==> src/eeeg_pkg.sv <==
// package for the global eee indirect register bank
package eeeg_pkg;
    // ************************************************************
    // indirect access codes
    // ************************************************************
    localparam logic [2:0] TABLE_EEE     = 3'h1;
    localparam logic [3:0] SEL_GLOBAL    = 4'h0;
    localparam logic [7:0] OFS_WAIT_HI   = 8'h32;
    localparam logic [7:0] OFS_NP_HI     = 8'h34;
    localparam logic [7:0] OFS_MINLPI_HI = 8'h36;
    localparam logic [7:0] OFS_THR_HI    = 8'h38;
    localparam logic [7:0] OFS_DIAG_HI   = 8'h3A;
    // ************************************************************
    // reset values
    // ************************************************************
    localparam logic [15:0] RST_WAIT      = 16'h0010;
    localparam logic [15:0] RST_NP_UPPER  = 16'h6800;
    localparam logic [3:0]  RST_NP_EN     = 4'hF;
    localparam logic [15:0] RST_MINLPI    = 16'h0000;
    localparam logic [15:0] RST_THR       = 16'h0201;
    localparam logic [15:0] RST_DIAG      = 16'h0000;
    // ************************************************************
    // timing
    // ************************************************************
    localparam int CLK_MHZ      = 100;
    localparam int WAIT_UNIT_US = 1300;
    localparam int WAIT_UNIT_CYC = WAIT_UNIT_US * CLK_MHZ;
endpackage : eeeg_pkg

==> src/eeeg_global_regs.sv <==
// global eee register bank with indirect byte access and lpi request timers
// Notes on behaviour
// - host writes the byte offset, the device moves that byte through the data port.
// - each 16-bit register takes an even offset for bits 15:8 and the odd one for 7:0.
// - a port raises its lpi request once its queue stays empty longer than the wait time.
// - the wait time counts in units of 1.3 ms.
// - the wait time applies only while fast ethernet rate eee is enabled.
// - one wait time setting governs every port.
// - four read-write next-page enables for ports 4 to 1, each resetting to 1.
// - a set enable makes its port exchange next pages, a clear one skips them.
// - a read-only 16-bit wakeup threshold resets to 0x0201.
// - a phy wake longer than the threshold increments the wakeup error count.
module eeeg_global_regs #(
    parameter int NPORT    = 4,
    parameter int UNIT_CYC = eeeg_pkg::WAIT_UNIT_CYC
) (
    input  wire logic             sys_clk,
    input  wire logic             rstn,
    input  wire logic [7:0]       indCtrl,
    input  wire logic [7:0]       indAddr,
    input  wire logic             dataWrite,
    input  wire logic [7:0]       dataIn,
    output logic      [7:0]       dataOut,
    input  wire logic             fastEthernetRateEee,
    input  wire logic [NPORT-1:0] transmitQueueEmpty,
    input  wire logic [NPORT-1:0] frameEnqueue,
    output logic      [NPORT-1:0] lpiRequest,
    output logic      [3:0]       nextPageEnable,
    input  wire logic [NPORT-1:0] phyWaking,
    output logic      [15:0]      wakeupErrorCount
);
    // ************************************************************
    // indirect register access
    // ************************************************************
    logic [15:0] waitTime, next_waitTime;
    logic [3:0]  npEn, next_npEn;
    logic        selOk;
    logic [6:0]  wordOfs;
    logic [15:0] rdWord;
    logic [7:0]  next_dataOut;

    assign selOk   = (indCtrl[7:5] == eeeg_pkg::TABLE_EEE)
                   && (indCtrl[3:0] == eeeg_pkg::SEL_GLOBAL);
    assign wordOfs = indAddr[7:1];

    always_comb begin
        next_waitTime = waitTime;
        next_npEn     = npEn;
        rdWord        = 16'h0000;
        unique case (wordOfs)
            eeeg_pkg::OFS_WAIT_HI[7:1]:   rdWord = waitTime;
            eeeg_pkg::OFS_NP_HI[7:1]:     rdWord = {eeeg_pkg::RST_NP_UPPER[15:4], npEn};
            eeeg_pkg::OFS_MINLPI_HI[7:1]: rdWord = eeeg_pkg::RST_MINLPI;
            eeeg_pkg::OFS_THR_HI[7:1]:    rdWord = eeeg_pkg::RST_THR;
            eeeg_pkg::OFS_DIAG_HI[7:1]:   rdWord = eeeg_pkg::RST_DIAG;
            default:                      rdWord = 16'h0000;
        endcase
        // odd offset returns the low byte, even the high byte
        next_dataOut = !selOk ? 8'h00 : (indAddr[0] ? rdWord[7:0] : rdWord[15:8]);
        if (selOk && dataWrite) begin
            if (wordOfs == eeeg_pkg::OFS_WAIT_HI[7:1]) begin
                if (indAddr[0]) begin
                    next_waitTime[7:0] = dataIn;
                end else begin
                    next_waitTime[15:8] = dataIn;
                end
            end
            if (wordOfs == eeeg_pkg::OFS_NP_HI[7:1] && indAddr[0]) begin
                next_npEn = dataIn[3:0];
            end
        end
    end

    always_ff @(posedge sys_clk or negedge rstn) begin
        if (!rstn) begin
            waitTime <= eeeg_pkg::RST_WAIT;
            npEn     <= eeeg_pkg::RST_NP_EN;
            dataOut  <= 8'h00;
        end else begin
            waitTime <= next_waitTime;
            npEn     <= next_npEn;
            dataOut  <= next_dataOut;
        end
    end

    assign nextPageEnable = npEn;

    // ************************************************************
    // unit tick shared by all ports
    // ************************************************************
    // one divider for all ports keeps them in step; the cost is up to one unit of jitter
    logic [31:0] unitCnt, next_unitCnt;
    logic        unitTick;
    assign unitTick = (unitCnt == 32'(UNIT_CYC - 1));
    always_comb begin
        next_unitCnt = unitTick ? 32'h0 : unitCnt + 32'h1;
    end
    always_ff @(posedge sys_clk or negedge rstn) begin
        if (!rstn) begin
            unitCnt <= 32'h0;
        end else begin
            unitCnt <= next_unitCnt;
        end
    end

    // ************************************************************
    // per-port idle timers and wake supervision
    // ************************************************************
    logic [NPORT-1:0] wakeLate;
    genvar p;
    generate
        for (p = 0; p < NPORT; p++) begin : g_port
            logic [16:0] idleCnt, next_idleCnt;
            logic        lpi, next_lpi;
            logic [16:0] wakeCnt, next_wakeCnt;
            logic        wakeFlag, next_wakeFlag;
            always_comb begin
                next_idleCnt = idleCnt;
                next_lpi     = lpi;
                // a frame arriving or a non-empty queue restarts the wait
                if (!fastEthernetRateEee || frameEnqueue[p] || !transmitQueueEmpty[p]) begin
                    next_idleCnt = 17'h0;
                    next_lpi     = 1'b0;
                end else if (unitTick && !lpi) begin
                    next_idleCnt = idleCnt + 17'h1;
                end
                // strictly longer than the shared wait time
                if (fastEthernetRateEee && transmitQueueEmpty[p] && !frameEnqueue[p]
                        && idleCnt > {1'b0, waitTime}) begin
                    next_lpi = 1'b1;
                end
                next_wakeFlag = 1'b0;
                // the wake count saturates, so a stuck wake is counted only once
                next_wakeCnt  = phyWaking[p] ? wakeCnt + {16'h0, ~wakeCnt[16]} : 17'h0;
                if (phyWaking[p] && wakeCnt == {1'b0, eeeg_pkg::RST_THR}) begin
                    next_wakeFlag = 1'b1;
                end
            end
            always_ff @(posedge sys_clk or negedge rstn) begin
                if (!rstn) begin
                    idleCnt  <= 17'h0;
                    lpi      <= 1'b0;
                    wakeCnt  <= 17'h0;
                    wakeFlag <= 1'b0;
                end else begin
                    idleCnt  <= next_idleCnt;
                    lpi      <= next_lpi;
                    wakeCnt  <= next_wakeCnt;
                    wakeFlag <= next_wakeFlag;
                end
            end
            assign lpiRequest[p] = lpi;
            assign wakeLate[p]   = wakeFlag;
        end
    endgenerate

    // one increment per late port per cycle; count saturates
    logic [15:0] next_errCnt;
    always_comb begin
        next_errCnt = wakeupErrorCount;
        for (int i = 0; i < NPORT; i++) begin
            if (wakeLate[i] && next_errCnt != 16'hFFFF) begin
                next_errCnt = next_errCnt + 16'h1;
            end
        end
    end
    always_ff @(posedge sys_clk or negedge rstn) begin
        if (!rstn) begin
            wakeupErrorCount <= 16'h0000;
        end else begin
            wakeupErrorCount <= next_errCnt;
        end
    end

    // ************************************************************
    // checks
    // ************************************************************
    // port checks watch the first and last port; every port shares one body of logic
    a_wait_write_hi: assert property (@(posedge sys_clk) disable iff (!rstn)
        selOk && dataWrite && indAddr == eeeg_pkg::OFS_WAIT_HI
        |=> waitTime[15:8] == $past(dataIn)) else $error("wait hi byte not stored");
    a_wait_write_lo: assert property (@(posedge sys_clk) disable iff (!rstn)
        selOk && dataWrite && indAddr == eeeg_pkg::OFS_WAIT_HI + 8'h01
        |=> waitTime[7:0] == $past(dataIn)) else $error("wait lo byte not stored");
    a_np_write: assert property (@(posedge sys_clk) disable iff (!rstn)
        selOk && dataWrite && indAddr == eeeg_pkg::OFS_NP_HI + 8'h01
        |=> nextPageEnable == $past(dataIn[3:0])) else $error("np enables not stored");
    a_np_read: assert property (@(posedge sys_clk) disable iff (!rstn)
        selOk && indAddr == eeeg_pkg::OFS_NP_HI + 8'h01
        |=> dataOut == {eeeg_pkg::RST_NP_UPPER[7:4], $past(nextPageEnable)})
        else $error("np enables read back wrong");
    a_thr_read: assert property (@(posedge sys_clk) disable iff (!rstn)
        selOk && indAddr == eeeg_pkg::OFS_THR_HI + 8'h01
        |=> dataOut == 8'h01) else $error("threshold low byte wrong");
    a_sel_block: assert property (@(posedge sys_clk) disable iff (!rstn)
        !selOk && dataWrite |=> $stable(waitTime) && $stable(nextPageEnable))
        else $error("write without selection took effect");
    a_unsel_read: assert property (@(posedge sys_clk) disable iff (!rstn)
        !selOk |=> dataOut == 8'h00) else $error("unselected read not zero");
    a_tick_wrap: assert property (@(posedge sys_clk) disable iff (!rstn)
        unitTick |=> unitCnt == 32'h0) else $error("unit counter did not wrap");
    a_lpi_gate: assert property (@(posedge sys_clk) disable iff (!rstn)
        !fastEthernetRateEee |=> lpiRequest == '0) else $error("lpi without eee");
    a_enq_clear: assert property (@(posedge sys_clk) disable iff (!rstn)
        frameEnqueue[0] |=> !lpiRequest[0]) else $error("lpi after enqueue");
    a_lpi_rise: assert property (@(posedge sys_clk) disable iff (!rstn)
        $rose(lpiRequest[0]) |-> $past(transmitQueueEmpty[0]) && $past(fastEthernetRateEee))
        else $error("lpi raised with busy queue");
    a_lpi_wait: assert property (@(posedge sys_clk) disable iff (!rstn)
        $rose(lpiRequest[NPORT-1])
        |-> $past(g_port[NPORT-1].idleCnt) > {1'b0, $past(waitTime)})
        else $error("lpi raised before the wait time");
    a_lpi_hold: assert property (@(posedge sys_clk) disable iff (!rstn)
        lpiRequest[0] && fastEthernetRateEee && transmitQueueEmpty[0] && !frameEnqueue[0]
        |=> lpiRequest[0]) else $error("lpi dropped while idle");
    a_wake_err: assert property (@(posedge sys_clk) disable iff (!rstn)
        wakeLate != '0 && wakeupErrorCount != 16'hFFFF
        |=> wakeupErrorCount != $past(wakeupErrorCount)) else $error("wake error not counted");
    a_err_cause: assert property (@(posedge sys_clk) disable iff (!rstn)
        wakeupErrorCount != $past(wakeupErrorCount) |-> $past(wakeLate) != '0)
        else $error("wake error count moved without a late wake");
endmodule : eeeg_global_regs

==> config.mk <==
export PLATFORM = sky130hd
export DESIGN_NAME = eeeg_global_regs
export DESIGN_NICKNAME = d
export VERILOG_FILES = /design/src/eeeg_pkg.sv /design/src/eeeg_global_regs.sv
export SDC_FILE = /design/constraint.sdc
export NUM_CORES = 1
export LEC_CHECK = 0
export BUFFER_PORTS_ARGS = -buffer_cell sky130_fd_sc_hd__buf_2
export CAP_MARGIN = 20
export CORE_MARGIN = 4
export CORE_UTILIZATION = 50
export DETAILED_ROUTE_END_ITERATION = 7
export HOLD_SLACK_MARGIN = 0.08
export PLACE_DENSITY = 0.7
export RECOVER_POWER = 100
export SETUP_SLACK_MARGIN = 0.05
export SYNTH_ARGS = -nofsm -noshare
export SYNTH_HDL_FRONTEND = slang
export SYNTH_SLANG_ARGS = --single-unit
==> constraint.sdc <==
create_clock -name sys_clk -period 5.85 [get_ports sys_clk]
set_input_delay 0 -clock sys_clk [delete_from_list [all_inputs] [get_ports sys_clk]]
set_output_delay 0 -clock sys_clk [all_outputs]
set_load 0.01 [all_outputs]
==> results.py <==
metrics = {
    "outcome": {
        "status": "finished, violations left",
        "failed_checks": "max-capacitance violations, max-slew violations",
    },
    "grt": {
        "use_met3_pct": 3.48,
        "grt_use_met1_pct": 30.4,
        "overflow": 0,
        "grt_antenna_before_repair": 0,
        "grt_usage_pct": 22.1,
        "met2_usage_pct": 36.5,
        "grt_pass1_wl_um": 57000,
        "top_usage_layer": "met2",
        "grt_max_degree": 91,
        "first_global_vias": 11300,
    },
    "detailed_routing": {
        "ant_nets": 0,
        "drc": 0,
        "dr.pass1.iters": 5,
        "wl_um": 34000,
        "drt-initial-drc-count": 810,
        "routedWlPerCell_um": 17.0,
        "viasPerCell": 5.70,
        "vias": 11400,
    },
    "placed_design": {
        "place_area_mm2": 0.0148,
        "dp_slack_ns": 0.157,
        "dp.cells": 1920,
        "port_buffers": 70,
        "gp_congestion": 0.938,
        "post-dp-hpwl_um": 24200,
    },
    "layout": {
        "final_cell_mix": "211 x dfrtp_1, 128 x nor2_1, 121 x nand2_1",
        "syn2layout_area_growth_pct": 14.4,
        "final_area_mm2": 0.0160,
        "drive_gt1_share_pct": 10.6,
        "nets": 1727,
        "diodes": 0,
        "layout_commonest_cell": "dfrtp_1",
        "final-instance-count-excl-fill": 1997,
        "fill_cells": 2409,
    },
    "sta": {
        "fin_ws_ns": 0.318,
        "setup_viol": 0,
        "slew-limit-headroom_pct": -145,
        "setup_tns_ns": 0,
        "min_period_ns": 5.53,
        "rsz0062_at_grt": "false",
        "fin_worst_skew_ns": 0.0230,
        "max_freq_mhz": 181,
        "drv_slew": 134,
        "post-route-period-util_pct": 94.6,
        "worstMarginPinSlew_ns": 3.67,
        "final-hold-violation-count": 0,
    },
    "floorplan": {
        "die_area_mm2": 0.0307,
        "die_w_um": 175,
        "row_count": 60,
        "ios": 72,
        "coreArea_mm2": 0.0272,
        "start_util_pct": 51.4,
        "die_y_um": 175,
    },
    "clocking": {
        "numCtsBuffers": 25,
        "htreeDepth": 1,
        "clock_latency_ns": 0.53,
        "cts.sinks": 220,
        "clock_path_buffers": 3,
        "cts_tree": "done",
        "root_buffer": "clkbuf_16",
        "path_clk_slew_ns": 0.06,
    },
    "synthesis": {
        "ys_seq_area_share_pct": 39.5,
        "synth_top_family_by_area": "simple AND/OR/NAND/NOR gates",
        "yosys_most_used_dff": "dfrtp_1",
        "yosys_register_bits": 220,
        "synth_cell_type_count": 97,
        "ys_async_sr_fraction_pct": 100,
        "yosys_warnings": 0,
        "avgSynthCellArea_um2": 9.37,
        "syn-num-nets": 1609,
        "synth-adder-area-share_pct": 7.17,
        "synthSimpleGateAreaFrac_pct": 26.1,
        "synth_mux_area_share_pct": 1.44,
        "synth_xor_area_share_pct": 10.3,
        "synth_edf_count": 0,
        "synth-compound-area-share_pct": 12.9,
        "synthCells": 1489,
        "syn_area_mm2": 0.0140,
    },
    "setup_path": {
        "critPathMaxStageDelay_ns": 0.61,
        "path_cells": "nand4_4 -> or4_4 -> nand2_1 -> xor2_1 -> inv_1 -> ha_2 -> o2111ai_2 -> o41ai_4 -> xnor2_1 -> inv_1 -> ha_4 -> o311ai_4 -> nand3b_4 -> or3_1 -> o211ai_2 -> xnor2_1 -> and3b_4 -> a31oi_4 -> nand3b_2 -> or4b_1 -> xnor2_1",
        "start_kind": "register",
        "critPathSlowestCell": "or4_4",
        "required_ns": 6.24,
        "critPathArrivalTime_ns": 5.92,
        "worstSetupPathType": "register to register",
        "end_kind": "register",
        "cp_common_cell": "xnor2_1",
        "crit_path_max_fanout": 7,
    },
    "run": {
        "cap_violations": 2,
    },
    "pwr": {
        "ir_drop_v": 0.000183,
        "p_leak_uw": 0.00688,
        "p_total_uw": 3380,
        "power_density_mw_per_mm2": 212,
    },
    "min_path": {
        "worstHoldPathType": "input port to async pin",
    },
}
## sequential cells by signal (all words and copies together) (netlist names)
signal / count
dataOut: 8
g_port.wakeFlag: 4
wakeupErrorCount: 16
g_port.wakeCnt: 68
g_port.idleCnt: 68
g_port.lpi: 4
unitCnt: 32
waitTime: 16
nextPageEnable: 4
## path summary, 6_finish.rpt
path	startpoint	to	slack, ns	cells after the start
max in group asynchronous	rstn	g_port[0].wakeCnt[6]$_DFF_PN0_	1.89	3
min in group sys_clk	indAddr[6]	dataOut[1]$_DFF_PN0_	0.16	6
min	rstn	g_port[1].idleCnt[16]$_DFFE_PN0P_	0.06	2
max reg2reg	wakeupErrorCount[11]$_DFF_PN0_	wakeupErrorCount[13]$_DFF_PN0_	0.32	21
max	wakeupErrorCount[11]$_DFF_PN0_	wakeupErrorCount[13]$_DFF_PN0_	0.32	21
min reg2reg	unitCnt[0]$_DFF_PN0_	unitCnt[0]$_DFF_PN0_	0.46	1
## power by group
| part | switching (µW) | internal [µW] |
|---|---|---|
| clock network | 623 | 978 |
| logic | 145 | 90.6 |
| registers | 10.8 | 1530 |
## routing by layer
metal  share of wire [%]  up-vias
met5                   0        -
met3                 5.2       68
met4                 2.8        0
li1                    -     5591
met2                  46      272
met1                  46     5450
## cell usage after synthesis, types with 8 or more instances
library cell  instances  area share (%)
a21boi_0             15            0.81
a21o_1               10            0.54
a21oi_1              47             1.7
and2_1               70             3.1
and3_1               37             1.7
and4_1                8            0.50
clkbuf_1             28            0.75
dfrtp_1             215              39
ha_1                 80             7.2
inv_1                46             1.2
mux2_2                9            0.73
mux2i_1              10            0.72
nand2_1             121             3.3
nand2b_1             13            0.58
nand3_1              78             2.8
nand4_1              51             2.3
nor2_1              129             3.5
nor2b_1              14            0.63
nor3_1               25            0.90
nor4_1               26             1.2
o211ai_1              8            0.43
o21a_1               32             1.7
o21ai_0              69             2.5
or3_1                38             1.7
xnor2_1              98             6.1
xor2_1               64             4.0
## logic make-up after synthesis
kind of cell	after synthesis
fa+ha+maj	80
mux	19
flops	220
compound gates	255
simple gates	665
buf+inv	87
xor+xnor	163
## timing repair
item,CTS,global route
setup endpoints to repair,0,16
hold buffers,30,0
buffers inserted,0,1
hold endpoints to repair,188,0
gates resized for setup,0,12
## stage by stage
step	hold slack, ns	util (%)
finish	0.0593	58.7
global route	0.132	58.7
CTS	0.0906	58.8
global placement	0.0582	54.6
detailed placement	0.0652	54.6
floorplan	-0.296	-
## worst max-delay path, delay by kind of cell, from the launching register on
family | cells | cell delay [ns]
AND/OR/NAND/NOR | 8 | 2.48
AO/OA/AOI/OAI | 5 | 1.11
XOR/XNOR | 4 | 0.60
flip-flops | 1 | 0.48
adder cells (fa/ha/maj) | 2 | 0.47
buffers and inverters | 2 | 0.25
## area by class of cell
cell class | count | area [µm²] | area share (%)
Sequential cell | 220 | 5520 | 34.6
Inverter | 46 | 173 | 1.08
Multi-Input combinational cell | 1182 | 8120 | 50.9
Tap cell | 372 | 465 | 2.92
Timing Repair Buffer | 132 | 841 | 5.27
Clock buffer | 34 | 709 | 4.44
Clock inverter | 11 | 134 | 0.839
Power figures use the tool's default switching activity.
